File: src/core/irq_pkg.sv
// constants and carrier types for the interrupt enable and request-latch block
package irq_pkg;
  // ------------------------------------------------------------
  // register map
  // ------------------------------------------------------------
  localparam logic [7:0] ADDR_EN_S32  = 8'h2A;
  localparam logic [7:0] ADDR_IL_S32  = 8'h2B;
  localparam logic [7:0] ADDR_EN_S16  = 8'h2C;
  localparam logic [7:0] ADDR_EN_S24  = 8'h2D;
  localparam logic [7:0] ADDR_IL_S16  = 8'h2E;
  localparam logic [7:0] ADDR_IL_S24  = 8'h2F;
  localparam logic [7:0] ADDR_EN_LOW  = 8'h3A;
  localparam logic [7:0] ADDR_EN_S8   = 8'h3B;
  localparam logic [7:0] ADDR_IL_LOW  = 8'h3C;
  localparam logic [7:0] ADDR_IL_S8   = 8'h3D;
  // ------------------------------------------------------------
  // field layout and reset values
  // ------------------------------------------------------------
  localparam int          NSRC        = 40;
  localparam int          GATE_BIT    = 0;
  localparam int          NEST_LSB    = 0;
  localparam int          FIXED_SRC   = 2;
  localparam logic [39:0] EN_MASK     = 40'hFF_FFFF_BF68;
  localparam logic [39:0] IL_MASK     = 40'hFF_FFFF_BF6C;
  localparam logic [39:0] NMI_MASK    = 40'h00_0000_0004;
  localparam logic [39:0] EN_RESET    = 40'h00_0000_0000;
  localparam logic        GATE_RESET  = 1'b0;
  localparam logic [3:0]  NEST_RESET  = 4'h0;
  localparam logic [1:0]  NEST_CLEAR  = 2'h1;
  localparam logic [1:0]  NEST_DEC    = 2'h2;
  // ------------------------------------------------------------
  // timing
  // ------------------------------------------------------------
  localparam int          CLK_NS      = 10;
  localparam int          MCYC_NS     = 200;
  localparam int          MCYC_CLKS   = (MCYC_NS + CLK_NS - 1) / CLK_NS;
  localparam int          ACCEPT_MCYC = 12;
  // ------------------------------------------------------------
  // carriers
  // ------------------------------------------------------------
  typedef struct packed {
    logic [7:0] addr;
    logic       wr;
    logic       rd;
    logic [7:0] wdata;
  } sfr_req_type;

  typedef struct packed {
    logic       accept;
    logic [5:0] accept_src;
    logic       accept_nolatch;
    logic       gate_on;
    logic       gate_off;
    logic       mask_ret;
    logic       nmi_ret;
  } core_ev_type;
endpackage

File: src/core/request_latch.sv
// one interrupt request latch with write-zero and acceptance clearing
module request_latch #(
  parameter bit PRESENT = 1'b1
) (
  input  wire logic clk,
  input  wire logic rst,
  input  wire logic set,
  input  wire logic clr,
  output logic      q
);
  logic q_reg;
  logic q_next;

  // a new request beats a clear landing in the same cycle
  assign q_next = PRESENT & (set | (q_reg & ~clr));
  assign q      = q_reg;

  always_ff @(posedge clk) begin
    if (rst) q_reg <= 1'b0;
    else     q_reg <= q_next;
  end
endmodule

File: src/core/irq_enable_latch.sv
// interrupt gate, enable bits, request latches and nesting counter
//
// Notes on behaviour
// - pseudo non-maskable sources are offered whatever gate and enable bits hold.
// - five enable bytes, plain reads and writes, reads have no side effects.
// - gate at zero blocks every maskable request.
// - maskable latch offered only when gate and its own enable are one.
// - acceptance hands current gate to stacking, then clears the gate.
// - maskable return sets the gate so pending requests follow at once.
// - non-maskable return restores the gate saved at pseudo-NMI acceptance.
// - gate is bit 0 of the low enable byte, read/write, reset zero.
// - gate-on sets the gate, gate-off clears it.
// - each enable bit passes or blocks its own maskable source.
// - reset clears all enable bits of sources 3 to 39.
// - latch reads its pending state; write zero clears, write one ignored.
// - source two latch is not cleared by a write on its own.
// - nesting field reads 00 idle, 01 in first-level service.
// - nesting write 01 clears counter, 10 decrements without underflow check.
// - counter starts at zero, counts up on accept, down on return.
// - latches for 16-31 in a byte pair, 32-39 in one byte, reset zero.
// - enables for 16-31 in a byte pair, 32-39 in one byte, reset zero.
// - latch sets on request and clears when its source is accepted.
// - acceptance sequence takes twelve machine cycles.
module irq_enable_latch
  import irq_pkg::*;
(
  input  wire logic                 clk,
  input  wire logic                 rst,
  input  wire irq_pkg::sfr_req_type sfr,
  input  wire irq_pkg::core_ev_type ev,
  input  wire logic [39:0]          src_req,
  output logic [7:0]                sfr_rdata,
  output logic [39:0]               offer,
  output logic                      stack_gate,
  output logic                      accept_busy
);
  // ------------------------------------------------------------
  // state
  // ------------------------------------------------------------
  logic [39:0] en_reg;
  logic [39:0] en_next;
  logic        gate_reg;
  logic        gate_next;
  logic        nmi_gate_reg;
  logic [3:0]  nest_reg;
  logic [3:0]  nest_next;
  logic [7:0]  rdata_reg;
  logic [39:0] offer_reg;
  logic        stack_gate_reg;
  logic        busy_reg;
  logic [4:0]  mcyc_reg;
  logic [3:0]  seq_reg;
  logic [39:0] latch;

  // ------------------------------------------------------------
  // address decode
  // ------------------------------------------------------------
  logic [4:0] en_hit;
  logic [4:0] il_hit;
  logic [4:0] en_we;
  logic [4:0] il_we;
  logic       mapped;

  assign en_hit = {sfr.addr == ADDR_EN_S32, sfr.addr == ADDR_EN_S24,
                   sfr.addr == ADDR_EN_S16, sfr.addr == ADDR_EN_S8,
                   sfr.addr == ADDR_EN_LOW};
  assign il_hit = {sfr.addr == ADDR_IL_S32, sfr.addr == ADDR_IL_S24,
                   sfr.addr == ADDR_IL_S16, sfr.addr == ADDR_IL_S8,
                   sfr.addr == ADDR_IL_LOW};
  assign en_we  = en_hit & {5{sfr.wr}};
  assign il_we  = il_hit & {5{sfr.wr}};
  assign mapped = |{en_hit, il_hit};

  // ------------------------------------------------------------
  // acceptance decode
  // ------------------------------------------------------------
  logic [39:0] acc_onehot;
  logic        acc_nmi;

  assign acc_onehot = ev.accept_nolatch ? 40'h00_0000_0000
                      : (40'h00_0000_0001 << ev.accept_src);
  assign acc_nmi    = ev.accept & (ev.accept_nolatch | |(acc_onehot & NMI_MASK));

  // ------------------------------------------------------------
  // request latches
  // ------------------------------------------------------------
  logic [39:0] wr_clr;
  logic        fixed_clr_ok;

  // the fixed source clears only alongside another latch cleared in its byte
  assign fixed_clr_ok = |(~sfr.wdata[7:3] & IL_MASK[7:3]);

  genvar i;
  generate
    for (i = 0; i < NSRC; i++) begin : g_latch
      if (i == FIXED_SRC) begin : g_fixed
        assign wr_clr[i] = il_we[i / 8] & ~sfr.wdata[i % 8] & fixed_clr_ok;
      end else begin : g_plain
        assign wr_clr[i] = il_we[i / 8] & ~sfr.wdata[i % 8];
      end
      request_latch #(
        .PRESENT (IL_MASK[i])
      ) u_latch (
        .clk (clk),
        .rst (rst),
        .set (src_req[i]),
        .clr (wr_clr[i] | (ev.accept & acc_onehot[i])),
        .q   (latch[i])
      );
    end
  endgenerate

  // ------------------------------------------------------------
  // enable bits
  // ------------------------------------------------------------
  logic [39:0] en_wmask;

  assign en_wmask = {{8{en_we[4]}}, {8{en_we[3]}}, {8{en_we[2]}},
                     {8{en_we[1]}}, {8{en_we[0]}}};
  // unimplemented positions stay zero so they read back as zero
  assign en_next  = ((en_reg & ~en_wmask) | ({5{sfr.wdata}} & en_wmask)) & EN_MASK;

  always_ff @(posedge clk) begin
    if (rst) en_reg <= EN_RESET;
    else     en_reg <= en_next;
  end

  // ------------------------------------------------------------
  // master gate: acceptance beats everything else in the cycle
  // ------------------------------------------------------------
  assign gate_next = ev.accept   ? 1'b0
                   : ev.nmi_ret  ? nmi_gate_reg
                   : ev.mask_ret ? 1'b1
                   : ev.gate_on  ? 1'b1
                   : ev.gate_off ? 1'b0
                   : en_we[0]    ? sfr.wdata[GATE_BIT]
                   : gate_reg;

  // gate value at acceptance goes out to stacking before it clears
  always_ff @(posedge clk) begin
    if (rst) begin
      gate_reg       <= GATE_RESET;
      stack_gate_reg <= GATE_RESET;
      nmi_gate_reg   <= GATE_RESET;
    end else begin
      gate_reg <= gate_next;
      if (ev.accept) stack_gate_reg <= gate_reg;
      if (acc_nmi)   nmi_gate_reg   <= gate_reg;
    end
  end

  // ------------------------------------------------------------
  // nesting counter; wraps silently, no underflow flag exists
  // ------------------------------------------------------------
  logic       nest_wr;
  logic [1:0] nest_field;
  logic       ret_any;

  assign nest_wr = il_we[0];
  assign ret_any = ev.mask_ret | ev.nmi_ret;
  assign nest_next =
      (nest_wr && sfr.wdata[1:0] == NEST_CLEAR) ? NEST_RESET
    : (nest_wr && sfr.wdata[1:0] == NEST_DEC)   ? nest_reg - 4'h1
    : (ev.accept && !ret_any) ? nest_reg + 4'h1
    : (ret_any && !ev.accept) ? nest_reg - 4'h1
    : nest_reg;
  assign nest_field = (nest_reg > 4'h3) ? 2'h3 : nest_reg[1:0];

  always_ff @(posedge clk) begin
    if (rst) nest_reg <= NEST_RESET;
    else     nest_reg <= nest_next;
  end

  // ------------------------------------------------------------
  // acceptance sequence timer, in machine cycles
  // ------------------------------------------------------------
  logic mcyc_tick;

  assign mcyc_tick = (mcyc_reg == 5'(MCYC_CLKS - 1));

  // divider free-runs so machine cycles keep a fixed phase
  always_ff @(posedge clk) begin
    if (rst || mcyc_tick) mcyc_reg <= 5'h00;
    else                  mcyc_reg <= mcyc_reg + 5'h01;
  end

  // offers are held back while the core runs its acceptance sequence
  always_ff @(posedge clk) begin
    if (rst) begin
      busy_reg <= 1'b0;
      seq_reg  <= 4'h0;
    end else if (ev.accept) begin
      busy_reg <= 1'b1;
      seq_reg  <= 4'h0;
    end else if (busy_reg && mcyc_tick) begin
      seq_reg <= seq_reg + 4'h1;
      if (seq_reg == 4'(ACCEPT_MCYC - 1)) busy_reg <= 1'b0;
    end
  end

  // ------------------------------------------------------------
  // offer to the core
  // ------------------------------------------------------------
  logic [39:0] maskable_ok;
  logic [39:0] offer_next;

  assign maskable_ok = {40{gate_reg}} & en_reg;
  assign offer_next  = (busy_reg | ev.accept) ? 40'h00_0000_0000  // accepting edge is already held back
                     : latch & (maskable_ok | NMI_MASK);

  always_ff @(posedge clk) begin
    if (rst) offer_reg <= 40'h00_0000_0000;
    else     offer_reg <= offer_next;
  end

  // ------------------------------------------------------------
  // read path; reads never disturb state
  // ------------------------------------------------------------
  logic [7:0] en_rd;
  logic [7:0] il_rd;
  logic [7:0] rd_mux;

  assign en_rd = en_hit[0] ? {en_reg[7:1], gate_reg}
               : en_hit[1] ? en_reg[15:8]
               : en_hit[2] ? en_reg[23:16]
               : en_hit[3] ? en_reg[31:24]
               : en_reg[39:32];
  assign il_rd = il_hit[0] ? {latch[7:2], nest_field}
               : il_hit[1] ? latch[15:8]
               : il_hit[2] ? latch[23:16]
               : il_hit[3] ? latch[31:24]
               : latch[39:32];
  assign rd_mux = !mapped ? 8'h00 : (|en_hit ? en_rd : il_rd);

  always_ff @(posedge clk) begin
    if (rst)         rdata_reg <= 8'h00;
    else if (sfr.rd) rdata_reg <= rd_mux;
  end

  assign sfr_rdata   = rdata_reg;
  assign offer       = offer_reg;
  assign stack_gate  = stack_gate_reg;
  assign accept_busy = busy_reg;

  // ------------------------------------------------------------
  // checks
  // ------------------------------------------------------------
  // helper state for the checks: gate seen at pseudo-NMI acceptance, sequence length
  logic       nmi_low_reg;
  logic [8:0] busy_cnt_reg;

  always_ff @(posedge clk) begin
    if (rst)          nmi_low_reg <= 1'b0;
    else if (acc_nmi) nmi_low_reg <= ~gate_reg;
  end

  // a counter, since a repetition this long would choke the checker
  always_ff @(posedge clk) begin
    if (rst) busy_cnt_reg <= 9'h000;
    else     busy_cnt_reg <= (busy_reg && !ev.accept) ? busy_cnt_reg + 9'h001 : 9'h000;
  end
endmodule

File: config.mk
export PLATFORM = sky130hd
export DESIGN_NAME = irq_enable_latch
export DESIGN_NICKNAME = d
export VERILOG_FILES = /design/src/core/irq_pkg.sv /design/src/core/request_latch.sv /design/src/core/irq_enable_latch.sv
export SDC_FILE = /design/constraint.sdc
export NUM_CORES = 1
export LEC_CHECK = 0
export BUFFER_PORTS_ARGS = -buffer_cell sky130_fd_sc_hd__buf_2
export CORE_ASPECT_RATIO = 0.5
export CORE_MARGIN = 10
export CORE_UTILIZATION = 40
export CTS_BUF_LIST = sky130_fd_sc_hd__clkbuf_4
export DETAILED_ROUTE_END_ITERATION = 10
export HOLD_SLACK_MARGIN = 0.02
export PLACE_DENSITY = 0.68
export SLEW_MARGIN = 20
export SYNTH_ARGS = -nofsm -noshare
export SYNTH_HDL_FRONTEND = slang
export SYNTH_HIERARCHICAL = 1
export SYNTH_SLANG_ARGS = --single-unit
File: constraint.sdc
create_clock -name clk -period 2.44 [get_ports clk]
set_input_delay 0.244 -clock clk [delete_from_list [all_inputs] [get_ports clk]]
set_output_delay 0.244 -clock clk [all_outputs]
set_load 0.005 [all_outputs]
==> flow_metrics.env <==
export IMPL_p_leak_uw=0.00333
export IMPL_max_clock_freq_ghz=0.481
export IMPL_start_kind="input port"
export IMPL_syn_area_mm2=0.00627
export IMPL_synth_area_per_cell_um2=8.77
export IMPL_clkTransAtPathRegs_ps=140
export IMPL_setup_tns_ps=0
export IMPL_die_w_um=197
export IMPL_status="finished clean"
export IMPL_syn_inst=715
export IMPL_num_vias=5905
export IMPL_rsz0062_at_grt="false"
export IMPL_cts_tree="yes"
export IMPL_drtIter0Drc=488
export IMPL_fin_crit_sh=0.852
export IMPL_die_area_mm2=0.0214
export IMPL_rr_worst_depth=6
export IMPL_crit_type="input port to flip-flop"
export IMPL_grt_usage=0.196
export IMPL_via_per_inst=5.43
export IMPL_hp_class="input port to flip-flop"
export IMPL_cts_hold_buffers=46
export IMPL_peakVddDrop_mv=0.396
export IMPL_worstHoldStart="sfr[0]"
export IMPL_r2r_end="seq_reg[3]$_SDFFE_PP0P_"
export IMPL_layout_cells_most_common_list="129 x dfxtp_1, 110 x buf_2, 51 x nand2_1, 46 x nor2_1, 46 x dlygate4sd3_1"
export IMPL_grt_util_met2=0.303
export IMPL_whs_path_depth=3
export IMPL_portBuffers=111
export IMPL_drc=0
export IMPL_yosysWarnings=6
export IMPL_layout_area_overhead_vs_synth_pct=24.3
export IMPL_htreeDepth=4
export IMPL_initial_core_util=0.408
export IMPL_hpwl_um=15400
export IMPL_firstDrtPassIters=5
export IMPL_fp_coreArea_mm2=0.0154
export IMPL_place_gp_congestion=0.941
export IMPL_worst_slew_pin_slew_ps=1000
export IMPL_post_drt_wl_per_cell_um=19.4
export IMPL_grt_busiest_layer="met2"
export IMPL_fin_ws_ps=361
export IMPL_period_minus_slack_ps=2080
export IMPL_met3_usage=0.0425
export IMPL_worstPathRequired_ps=2910
export IMPL_grt_pass1_vias=5720
export IMPL_cts_made_buffers=17
export IMPL_clk_path_buf_depth=2
export IMPL_finalClockSkew_ps=23.5
export IMPL_overflow=0
export IMPL_worstSkewPairLatency_ps=570
export IMPL_grt_max_degree=39
export IMPL_drive_gt1_frac=0.255
export IMPL_final_net_count=945
export IMPL_antenna_found_initial=1
export IMPL_io_pins=122
export IMPL_arrival_ps=2550
export IMPL_cts_sinks=129
export IMPL_cts_setup_buffers=0
export IMPL_rr_startpoint="mcyc_reg[0]$_SDFF_PP0_"
export IMPL_crit_fanout=11
export IMPL_endpoint_kind="flip-flop"
export IMPL_final_common_cell="dfxtp_1"
export IMPL_placed_area_mm2=0.00705
export IMPL_slew_headroom=0.331
export IMPL_pre_cts_slack_ps=275
export IMPL_p_per_area_mw_per_mm2=542
export IMPL_dieHeight_um=109
export IMPL_fillers=1468
export IMPL_cts_root_buf="clkbuf_4"
export IMPL_hold_viol_final=0
export IMPL_ant_nets=0
export IMPL_cts_resized=0
export IMPL_r2r_slack_ps=750
export IMPL_finish_instance_area_mm2=0.00779
export IMPL_setup_violations=0
export IMPL_use_met1=0.271
export IMPL_grt_pass1_wl_um=32500
export IMPL_drv_slew=0
export IMPL_hold_ws_ps=68.9
export IMPL_routed_wl_um=21100
export IMPL_core_rowCount=32
export IMPL_cap_violations=0
routing by layer:
metal,part of all wire,wire [um]
met5,0,0
met3,0.077,1620
met2,0.45,9530
met4,0.0098,206
met1,0.46,9730
metrics by stage:
| stage | std cells | utilization | power, uW |
|---|---|---|---|
| 5_1_grt | 1087 | 0.507 | 4410 |
| 6_report | 1088 | 0.507 | 4230 |
| 2_1_floorplan | 719 | - | 2540 |
| 3_3_place_gp | 1008 | 0.459 | 2700 |
| 3_5_place_dp | 1008 | 0.459 | 2720 |
| 4_1_cts | 1086 | 0.507 | 4250 |
power breakdown:
part / internal [uW] / switching, uW
Combinational: 227 / 290
Sequential: 2170 / 55.0
Clock: 535 / 954
Total: 2930 / 1300
critical path, stage by stage:
cell and delay, ps:
buf_2 120, or3b_1 560, buf_4 270, nor3_1 330, buf_4 210, nor4b_1 50, dlygate4sd3_1 560, mux2i_1 150
nor2_1 50
worst max-delay path by stage:
stage	startpoint	to	slack, ps	depth (start not counted)
final	sfr[17]	gate_reg$_SDFFE_PP0P_	360	9
after floorplan	sfr[17]	g_latch[35].u_latch/q$_SDFF_PP0_	600	8
after CTS	sfr[17]	gate_reg$_SDFFE_PP0P_	410	9
after detailed placement	sfr[17]	g_latch[30].u_latch/q$_SDFF_PP0_	280	7
after global routing	sfr[17]	gate_reg$_SDFFE_PP0P_	280	9
after global placement	sfr[17]	g_latch[30].u_latch/q$_SDFF_PP0_	300	7
layout make-up:
class                      instances  area [um2]  share of cell area
antenna                            2        5.00            0.000642
multi-input combinational        496        3290               0.422
sequential                       129        2580               0.331
clock inverter                    15         150              0.0193
tap                              204         255              0.0327
clock buffer                      17         128              0.0164
timing repair buffer             180        1220               0.156
inverter                          45         169              0.0217
Note: power is estimated with default switching activity, not from simulation.
